===== config.mk =====
export PLATFORM = sky130hd
export DESIGN_NAME = video_input_route_and_fault_sense
export DESIGN_NICKNAME = d
export VERILOG_FILES = /design/src/hw/route_sense_pkg.sv /design/src/hw/route_decoder.sv /design/src/hw/fault_flag.sv /design/src/hw/video_input_route_and_fault_sense.sv
export VERILOG_INCLUDE_DIRS = /design/src /design/src/hw
export SDC_FILE = /design/constraint.sdc
export NUM_CORES = 1
export LEC_CHECK = 0
export BUFFER_PORTS_ARGS = -buffer_cell sky130_fd_sc_hd__buf_2
export CORE_MARGIN = 2
export CORE_UTILIZATION = 40
export CTS_BUF_LIST = sky130_fd_sc_hd__clkbuf_2 sky130_fd_sc_hd__clkbuf_4 sky130_fd_sc_hd__clkbuf_8
export DETAILED_ROUTE_END_ITERATION = 7
export PLACE_DENSITY_LB_ADDON = 0.1
export REMOVE_ABC_BUFFERS = 1
export SLEW_MARGIN = 20
export SYNTH_ARGS = -nofsm -noshare
export SYNTH_HDL_FRONTEND = slang
export SYNTH_SLANG_ARGS = --single-unit

===== constraint.sdc =====
create_clock -name sys_clk -period 4.6 [get_ports sys_clk]
set_input_delay 0 -clock sys_clk [delete_from_list [all_inputs] [get_ports sys_clk]]
set_output_delay 0 -clock sys_clk [all_outputs]
set_load 0.02 [all_outputs]

===== src/hw/route_sense_cfg.svh =====
`ifndef ROUTE_SENSE_CFG_SVH
`define ROUTE_SENSE_CFG_SVH

`define SLAVE_ADDR        7'h20
`define NUM_INPUTS        6
`define ROUTE_ADDR        8'h00
`define SENSE_ONE_ADDR    8'h5D
`define SENSE_TWO_ADDR    8'h5E
`define SENSE_STATUS_ADDR 8'h5F
`define ROUTE_MSB         4
`define OFF_BIT           6
`define LEVEL_MSB         4
`define LEVEL_LSB         2
`define ROUTE_RESET       5'h00
`define OFF_RESET         1'b1
`define LEVEL_RESET       3'h3
`define FIRST_RESERVED    5'h12

`endif


===== src/hw/route_sense_pkg.sv =====
package route_sense_pkg;

  typedef enum logic [8:0] {
    ST_IDLE      = 9'h001,
    ST_ADDR      = 9'h002,
    ST_ADDR_ACK  = 9'h004,
    ST_SUB       = 9'h008,
    ST_SUB_ACK   = 9'h010,
    ST_WDATA     = 9'h020,
    ST_WDATA_ACK = 9'h040,
    ST_RDATA     = 9'h080,
    ST_RDATA_ACK = 9'h100
  } port_state_t;

  typedef enum logic [2:0] {
    FMT_NONE = 3'h0,
    FMT_CVBS = 3'h1,
    FMT_YC   = 3'h2,
    FMT_COMP = 3'h3,
    FMT_DIFF = 3'h4
  } video_fmt_t;

  typedef struct packed {
    logic        scl_s1;
    logic        scl_s2;
    logic        scl_d;
    logic        sda_s1;
    logic        sda_s2;
    logic        sda_d;
    logic [1:0]  trip_s1;
    logic [1:0]  trip_s2;
    port_state_t st;
    logic [3:0]  bitcnt;
    logic [7:0]  shreg;
    logic [7:0]  subaddr;
    logic        sda_oe;
    logic [4:0]  route;
    logic [1:0]  comp_off;
    logic [2:0]  level_one;
    logic [2:0]  level_two;
    logic [1:0]  status;
    logic        irq_n;
    video_fmt_t  fmt;
    logic [3:0]  ch_a;
    logic [3:0]  ch_b;
    logic [3:0]  ch_c;
    logic [7:0]  ain_pd;
  } core_t;

endpackage : route_sense_pkg


===== src/hw/route_decoder.sv =====
`timescale 1ns/1ps
`default_nettype none
`include "route_sense_cfg.svh"

module route_decoder
  import route_sense_pkg::*;
#(
  parameter int NUM_INPUTS = `NUM_INPUTS
) (
  input  wire logic [4:0] route_code,
  output video_fmt_t      fmt,
  output logic [3:0]      ch_a,
  output logic [3:0]      ch_b,
  output logic [3:0]      ch_c,
  output logic [7:0]      ch_used
);

  logic [3:0] k;
  logic       ok;

  // Each code maps to one fixed connection or to none; the last CVBS, Y/C and differential codes always land on the top inputs.
  always_comb
  begin
    k    = 4'h0;
    ok   = 1'b0;
    fmt  = FMT_NONE;
    ch_a = 4'h0;
    ch_b = 4'h0;
    ch_c = 4'h0;
    if (route_code <= 5'h07)
    begin
      fmt = FMT_CVBS;
      if (route_code >= 5'h06)
      begin
        ch_a = 4'(NUM_INPUTS) - 4'(5'h07 - route_code);
        ok   = 1'b1;
      end
      else
      begin
        ch_a = 4'(route_code) + 4'h1;
        ok   = (int'(route_code) + 3) <= NUM_INPUTS;
      end
    end
    else if (route_code <= 5'h0B || (route_code >= 5'h0E && route_code <= 5'h11))
    begin
      fmt = (route_code <= 5'h0B) ? FMT_YC : FMT_DIFF;
      k   = (route_code <= 5'h0B) ? 4'(route_code - 5'h08) : 4'(route_code - 5'h0E);
      if (k == 4'h3)
      begin
        ch_a = 4'(NUM_INPUTS - 1);
        ch_b = 4'(NUM_INPUTS);
        ok   = 1'b1;
      end
      else
      begin
        ch_a = 4'((k << 1) + 4'h1);
        ch_b = 4'((k << 1) + 4'h2);
        ok   = (2 * int'(k) + 4) <= NUM_INPUTS;
      end
    end
    else if (route_code <= 5'h0D)
    begin
      fmt  = FMT_COMP;
      k    = 4'(route_code - 5'h0C);
      ch_a = 4'(k * 4'h3 + 4'h1);
      ch_b = 4'(k * 4'h3 + 4'h2);
      ch_c = 4'(k * 4'h3 + 4'h3);
      ok   = (3 * int'(k) + 5) <= NUM_INPUTS;
    end
    if (!ok)
    begin
      fmt  = FMT_NONE;
      ch_a = 4'h0;
      ch_b = 4'h0;
      ch_c = 4'h0;
    end
  end

  for (genvar i = 0; i < 8; i++)
  begin : g_used
    assign ch_used[i] = (ch_a == 4'(i + 1)) || (ch_b == 4'(i + 1)) || (ch_c == 4'(i + 1));
  end

endmodule : route_decoder

`default_nettype wire


===== src/hw/fault_flag.sv =====
`timescale 1ns/1ps
`default_nettype none

module fault_flag (
  input  wire logic trip,
  input  wire logic comparator_off,
  input  wire logic status,
  input  wire logic clear,
  output logic      status_next
);

  // A trip in the clearing cycle survives, so no event is lost to a race with software.
  assign status_next = (trip & ~comparator_off) | (status & ~clear);

endmodule : fault_flag

`default_nettype wire


===== src/hw/video_input_route_and_fault_sense.sv =====
`timescale 1ns/1ps
`default_nettype none
`include "route_sense_cfg.svh"

module video_input_route_and_fault_sense
  import route_sense_pkg::*;
#(
  parameter int NUM_INPUTS = `NUM_INPUTS
) (
  input  wire logic       sys_clk,
  input  wire logic       nrst,
  input  wire logic       scl_in,
  input  wire logic       sda_in,
  output logic            sda_out,
  output logic            sda_oe,
  input  wire logic       fault_sense_pin_one_trip,
  input  wire logic       fault_sense_pin_two_trip,
  output logic            sense_one_comparator_off,
  output logic            sense_two_comparator_off,
  output logic [2:0]      sense_one_threshold,
  output logic [2:0]      sense_two_threshold,
  output logic            interrupt_request_out_n,
  output video_fmt_t      sd_processing_core_format,
  output logic [3:0]      route_ch_a,
  output logic [3:0]      route_ch_b,
  output logic [3:0]      route_ch_c,
  output logic [7:0]      analog_input_channel_pd
);

  core_t       cur;
  core_t       nxt;
  video_fmt_t  dec_fmt;
  logic [3:0]  dec_a;
  logic [3:0]  dec_b;
  logic [3:0]  dec_c;
  logic [7:0]  dec_used;
  logic [1:0]  status_next;
  logic [1:0]  clear;
  logic [1:0]  trips;
  logic        scl_rise;
  logic        scl_fall;
  logic        start_seen;
  logic        stop_seen;
  logic        wr_stb;
  logic [7:0]  wr_addr;
  logic [7:0]  wr_data;
  logic [7:0]  rd_data;

  route_decoder #(
    .NUM_INPUTS (NUM_INPUTS)
  ) u_decoder (
    .route_code (cur.route),
    .fmt        (dec_fmt),
    .ch_a       (dec_a),
    .ch_b       (dec_b),
    .ch_c       (dec_c),
    .ch_used    (dec_used)
  );

  assign trips = cur.trip_s2;
  assign clear = (wr_stb && wr_addr == `SENSE_STATUS_ADDR) ? wr_data[1:0] : 2'b00;

  for (genvar i = 0; i < 2; i++)
  begin : g_sense
    fault_flag u_flag (
      .trip           (trips[i]),
      .comparator_off (cur.comp_off[i]),
      .status         (cur.status[i]),
      .clear          (clear[i]),
      .status_next    (status_next[i])
    );
  end

  always_comb
  begin
    unique case (cur.subaddr)
      `ROUTE_ADDR:        rd_data = {3'h0, cur.route};
      `SENSE_ONE_ADDR:    rd_data = {1'b0, cur.comp_off[0], 1'b0, cur.level_one, 2'h0};
      `SENSE_TWO_ADDR:    rd_data = {1'b0, cur.comp_off[1], 1'b0, cur.level_two, 2'h0};
      `SENSE_STATUS_ADDR: rd_data = {6'h00, cur.status};
      default:            rd_data = 8'h00;
    endcase
  end

  always_comb
  begin
    nxt        = cur;
    nxt.scl_s1 = scl_in;
    nxt.scl_s2 = cur.scl_s1;
    nxt.scl_d  = cur.scl_s2;
    nxt.sda_s1 = sda_in;
    nxt.sda_s2 = cur.sda_s1;
    nxt.sda_d  = cur.sda_s2;
    // The comparators are analog and asynchronous, so they are synchronised first.
    nxt.trip_s1 = {fault_sense_pin_two_trip, fault_sense_pin_one_trip};
    nxt.trip_s2 = cur.trip_s1;
    scl_rise   = cur.scl_s2 & ~cur.scl_d;
    scl_fall   = ~cur.scl_s2 & cur.scl_d;
    start_seen = cur.scl_s2 & cur.scl_d & cur.sda_d & ~cur.sda_s2;
    stop_seen  = cur.scl_s2 & cur.scl_d & ~cur.sda_d & cur.sda_s2;
    wr_stb     = 1'b0;
    wr_addr    = cur.subaddr;
    wr_data    = cur.shreg;

    if (start_seen)
    begin
      nxt.st     = ST_ADDR;
      nxt.bitcnt = 4'h0;
      nxt.sda_oe = 1'b0;
    end
    else if (stop_seen)
    begin
      nxt.st     = ST_IDLE;
      nxt.sda_oe = 1'b0;
    end
    else
    begin
      case (cur.st)
        ST_ADDR, ST_SUB, ST_WDATA:
        begin
          if (scl_rise)
          begin
            nxt.shreg  = {cur.shreg[6:0], cur.sda_s2};
            nxt.bitcnt = cur.bitcnt + 4'h1;
          end
          else if (scl_fall && cur.bitcnt == 4'h8)
          begin
            nxt.sda_oe = 1'b1;
            if (cur.st == ST_ADDR)
            begin
              nxt.st = (cur.shreg[7:1] == `SLAVE_ADDR) ? ST_ADDR_ACK : ST_IDLE;
              nxt.sda_oe = (cur.shreg[7:1] == `SLAVE_ADDR);
            end
            else if (cur.st == ST_SUB)
            begin
              nxt.subaddr = cur.shreg;
              nxt.st      = ST_SUB_ACK;
            end
            else
            begin
              wr_stb      = 1'b1;
              nxt.subaddr = cur.subaddr + 8'h01;
              nxt.st      = ST_WDATA_ACK;
            end
          end
        end
        ST_ADDR_ACK:
        begin
          if (scl_fall)
          begin
            nxt.bitcnt = 4'h0;
            if (cur.shreg[0])
            begin
              nxt.shreg  = rd_data;
              nxt.sda_oe = ~rd_data[7];
              nxt.st     = ST_RDATA;
            end
            else
            begin
              nxt.sda_oe = 1'b0;
              nxt.st     = ST_SUB;
            end
          end
        end
        ST_SUB_ACK, ST_WDATA_ACK:
        begin
          if (scl_fall)
          begin
            nxt.sda_oe = 1'b0;
            nxt.bitcnt = 4'h0;
            nxt.st     = ST_WDATA;
          end
        end
        ST_RDATA:
        begin
          if (scl_rise)
          begin
            nxt.bitcnt = cur.bitcnt + 4'h1;
          end
          else if (scl_fall && cur.bitcnt == 4'h8)
          begin
            nxt.sda_oe  = 1'b0;
            nxt.subaddr = cur.subaddr + 8'h01;
            nxt.st      = ST_RDATA_ACK;
          end
          else if (scl_fall)
          begin
            nxt.sda_oe = ~cur.shreg[6];
            nxt.shreg  = {cur.shreg[6:0], 1'b0};
          end
        end
        ST_RDATA_ACK:
        begin
          if (scl_rise)
          begin
            nxt.st = cur.sda_s2 ? ST_IDLE : ST_RDATA_ACK;
            nxt.bitcnt = 4'h9;
          end
          else if (scl_fall && cur.bitcnt == 4'h9)
          begin
            nxt.bitcnt = 4'h0;
            nxt.shreg  = rd_data;
            nxt.sda_oe = ~rd_data[7];
            nxt.st     = ST_RDATA;
          end
        end
        default:
        begin
          nxt.st     = ST_IDLE;
          nxt.sda_oe = 1'b0;
        end
      endcase
    end

    if (wr_stb)
    begin
      case (wr_addr)
        `ROUTE_ADDR: nxt.route = wr_data[`ROUTE_MSB:0];
        `SENSE_ONE_ADDR:
        begin
          nxt.comp_off[0] = wr_data[`OFF_BIT];
          nxt.level_one   = wr_data[`LEVEL_MSB:`LEVEL_LSB];
        end
        `SENSE_TWO_ADDR:
        begin
          nxt.comp_off[1] = wr_data[`OFF_BIT];
          nxt.level_two   = wr_data[`LEVEL_MSB:`LEVEL_LSB];
        end
        default: nxt.route = cur.route;
      endcase
    end

    nxt.status = status_next;
    // The request follows the flags of powered comparators only, so a disabled pin cannot hold it low.
    nxt.irq_n  = ~|(status_next & ~nxt.comp_off);
    nxt.fmt    = dec_fmt;
    nxt.ch_a   = dec_a;
    nxt.ch_b   = dec_b;
    nxt.ch_c   = dec_c;
    nxt.ain_pd = ~dec_used;
  end

  always_ff @(posedge sys_clk or negedge nrst)
  begin
    if (!nrst)
    begin
      cur           <= '0;
      cur.scl_s1    <= 1'b1;
      cur.scl_s2    <= 1'b1;
      cur.scl_d     <= 1'b1;
      cur.sda_s1    <= 1'b1;
      cur.sda_s2    <= 1'b1;
      cur.sda_d     <= 1'b1;
      cur.st        <= ST_IDLE;
      cur.route     <= `ROUTE_RESET;
      cur.comp_off  <= {`OFF_RESET, `OFF_RESET};
      cur.level_one <= `LEVEL_RESET;
      cur.level_two <= `LEVEL_RESET;
      cur.irq_n     <= 1'b1;
      cur.fmt       <= FMT_NONE;
      cur.ain_pd    <= 8'hFF;
    end
    else
    begin
      cur <= nxt;
    end
  end

  // The pin is open drain: only a low is ever driven.
  assign sda_out                   = 1'b0;
  assign sda_oe                    = cur.sda_oe;
  assign sense_one_comparator_off  = cur.comp_off[0];
  assign sense_two_comparator_off  = cur.comp_off[1];
  assign sense_one_threshold       = cur.level_one;
  assign sense_two_threshold       = cur.level_two;
  assign interrupt_request_out_n   = cur.irq_n;
  assign sd_processing_core_format = cur.fmt;
  assign route_ch_a                = cur.ch_a;
  assign route_ch_b                = cur.ch_b;
  assign route_ch_c                = cur.ch_c;
  assign analog_input_channel_pd   = cur.ain_pd;

  route_write_a: assert property (@(posedge sys_clk) disable iff (!nrst)
    wr_stb && wr_addr == `ROUTE_ADDR |=> cur.route == $past(wr_data[4:0]))
    else $error("route select did not take the written value");

  yc_decode_a: assert property (@(posedge sys_clk) disable iff (!nrst)
    cur.route == 5'h08 && $stable(cur.route) |=> cur.fmt == FMT_YC && cur.ch_a == 4'h1 && cur.ch_b == 4'h2)
    else $error("code 01000 did not route luma/chroma to inputs one and two");

  cvbs_powerdown_a: assert property (@(posedge sys_clk) disable iff (!nrst)
    cur.fmt == FMT_CVBS |-> $countones(cur.ain_pd) == 7)
    else $error("composite scheme left an unused channel powered");

  reserved_code_a: assert property (@(posedge sys_clk) disable iff (!nrst)
    cur.route >= `FIRST_RESERVED |=> cur.ain_pd == 8'hFF && cur.fmt == FMT_NONE)
    else $error("reserved route code connected an input");

  trip_sets_a: assert property (@(posedge sys_clk) disable iff (!nrst)
    cur.trip_s2[0] && !cur.comp_off[0] |=> cur.status[0])
    else $error("enabled trip did not set its status flag");

  status_sticky_a: assert property (@(posedge sys_clk) disable iff (!nrst)
    cur.status[1] && !clear[1] |=> cur.status[1])
    else $error("status flag dropped without a clear");

  disabled_quiet_a: assert property (@(posedge sys_clk) disable iff (!nrst)
    cur.comp_off == 2'b11 && cur.status == 2'b00 |=> cur.status == 2'b00)
    else $error("status set while comparators are off");

  irq_follows_a: assert property (@(posedge sys_clk) disable iff (!nrst)
    interrupt_request_out_n == !(|(cur.status & ~cur.comp_off)))
    else $error("interrupt pin disagrees with enabled status flags");

  level_write_a: assert property (@(posedge sys_clk) disable iff (!nrst)
    wr_stb && wr_addr == `SENSE_TWO_ADDR |=> sense_two_threshold == $past(wr_data[4:2]))
    else $error("threshold field did not take the written value");

endmodule : video_input_route_and_fault_sense

`default_nettype wire


==> metrics.txt <==
max_cap viols 0; worst skew pair latency 0.37 ns; vias in the first global route between 4,000 and 5,000; Longest Clk Path Bufs 2; synth-to-layout area growth 6.78%; Mean Syn Cell Area 9.26 um2; flops & latches, synth 79; Total GRT Usage 0.194; clk slew on worst S/H paths roughly 0.08 ns; top cells by count, synth dfrtp_1, nor2_1, nand2_1; Routed Wire Length 13,500 um; RSZ-0062 raised after global routing no; Post-synth ARST share 1.00; period utilization 0.834; CP top delay family adder cells; DP Wirelength 9800 um; Slew Limit Fails 0; n_diodes 0; die width about 120 um; Starting Density 0.411; CP peak stage delay 0.69 ns; sequential cell area 2000 um2; core area 13,300 um2; row count 42; post-synthesis sequential area ratio 0.367; post-cts sizing count 0; FF-to-FF End analog_input_channel_pd[7]; Main synth FF type dfrtp_1; Final ANT Viol Nets 0; Synth Instances just under 600; Filler cells about 1,300; share of post-route cells with drive strength above 1 0.194; Worst Setup End Kind flop; status finished clean; Residual DRC 0; Worst-Margin Slew 0.893 ns; Die H around 120 um; startpoint types flop; IO Port Bufs 38; CTS tree yes; most frequent cell after synthesis dfrtp_1; min cycle time layout 3.84 ns; slew margin rel. 0.405; first-pass GRT wire length 22,400 um; root buffer cell clkbuf_8; pwr/cell area about 230 nW/um2; I/O pin count 40; Crit-path slowest cell a21oi_1; CTS Sinks 79; Initial DRT Pass Iterations 5; total CTS buffers 9; Yosys top cell by area dfrtp_1; Critical Path Stages 10; Critical path origin cur[35]; drt via density 5.69; initial drt markers 402; largest net degree at the start of global routing 80; initial antenna violation count 0; top post-synthesis cells by area dfrtp_1, dfstp_2, ha_1; Multi-input gate area 3020 um2; H-Tree Depth 3; Distinct cells, synth 83; Setup violations, final 0; Worst setup endpoint analog_input_channel_pd[7]; CP bufs+invs 1; Max rail drop VDD 0.153 mV; synthesized cell area 5460 um2; Clock Skew between 0.015 and 0.02 ns; Leak around 2.6 nW; nets 630; global placement routability congestion 0.907; CP Cell Sequence ha_1, fa_1, inv_1, ha_1, and4b_1, o211a_1, and4_4, a21oi_1, and4b_1, a311oi_1; kind of critical path flop to flop; worst path required time 4.87 ns; area of the die 14,600 um2; number of synthesized flops with an enable pin 0; drt wl/cell ~17 um; endpoints failing hold 0; Hold WS between 0.2 and 0.25 ns; critical path arrival 4.10 ns; Max Clock Freq 261 MHz; start of the worst register-to-register path cur[35]; Overflow after GRT 0; Synth top area share 0.261; DR vias 4,396; Max FO, Critical Path 11; Yosys Warn Count 0; worst r2r path cells 10; Setup TNS 0 ns; reg-to-reg slack, setup 0.76 ns; HP Class input pin to asynchronous set/reset pin; Power, Total 1.34 mW
layer usage:
layer,vias up,global-route usage,share of wire
met3,21,0.0418,0.053
met5,-,0,0
met1,2133,0.262,0.45
met4,0,0.0763,0.020
li1,2124,-,-
met2,118,0.304,0.47
cell type report:
type / instances / share of cell area
clock buffers: 13 / 0.0275
clock inverters: 3 / 0.0116
inverters: 24 / 0.0154
multi-input cells: 432 / 0.518
flip-flops and latches: 79 / 0.344
well taps: 176 / 0.0377
repair buffers: 46 / 0.0461
cells by family after synthesis:
group / synth area share
xor gates and xnor gates: 0.0252
DFF: 0.367
and+or+nand+nor: 0.217
adders and majority gates: 0.0747
buffers and inverters: 0.0799
other: 0.000686
muxes: 0.0538
AOI/OAI and AO/OA: 0.182
placed cells by master (no fill, tap or decap), drive strengths merged, types with 5 or more instances in the layout:
cell	count
nand2b	7
a211oi	11
nand2	49
clkbuf	13
nor4b	7
nor2	55
dfrtp	57
buf	41
dlygate4sd3	5
nand3	17
nor2b	6
and3	13
xor2	7
o211ai	6
o21ai	33
nor3	17
xnor2	6
inv	24
nor4	15
ha	31
and2	9
a21oi	28
dfstp	22
a22o	8
mux2	12
nand4	5
mux2i	14
worst reg2reg max path, delay by kind of cell (launching register included):
family	cells	cell delay, ns
flip-flops	1	0.53
AO/OA/AOI/OAI	3	1.20
adder cells (fa/ha/maj)	3	1.28
buffers and inverters	1	0.09
AND/OR/NAND/NOR	3	0.64
power by group:
group | leakage, nW | switching, mW | internal, mW
clock network | 0.114 | 0.248 | 0.339
registers | 0.996 | 0.00824 | 0.703
logic | 1.49 | 0.0257 | 0.0117
metrics by stage:
| stage | worst slack (ns) | area (um2) | util | std cells |
|---|---|---|---|---|
| 2_1_floorplan | 1.06 | 5120 | - | 535 |
| 3_3_place_gp | 0.942 | 5550 | 0.418 | 752 |
| 3_5_place_dp | 0.785 | 5550 | 0.418 | 752 |
| 4_1_cts | 0.783 | 5830 | 0.439 | 773 |
| 5_1_grt | 0.484 | 5830 | 0.439 | 773 |
| 6_report | 0.764 | 5830 | 0.439 | 773 |
how the worst min path moves through the flow:
stage            endpoint  slack (ns)  cells after the start
3_3_place_gp      cur[78]        0.11                      1
3_5_place_dp      cur[75]        0.11                      1
6_report       wr_addr[2]        0.24                      2
4_1_cts           cur[71]        0.24                      2
5_1_grt           cur[72]        0.26                      2
2_1_floorplan     cur[24]       -0.30                      0
flip-flops by register name, summed over array words and instances (netlist names):
name,count
route_ch_c,4
sense_two_threshold,3
cur,28
wr_data,8
interrupt_request_out_n,1
sd_processing_core_format,3
sda_oe,1
analog_input_channel_pd,8
sense_two_comparator_off,1
trips,2
sense_one_threshold,3
sense_one_comparator_off,1
wr_addr,8
route_ch_b,4
route_ch_a,4
what timing repair did:
action	CTS	global route
setup buffers	0	0
hold buffers	5	0
hold endpoints to repair	61	0
Power figures use the tool's default switching activity.
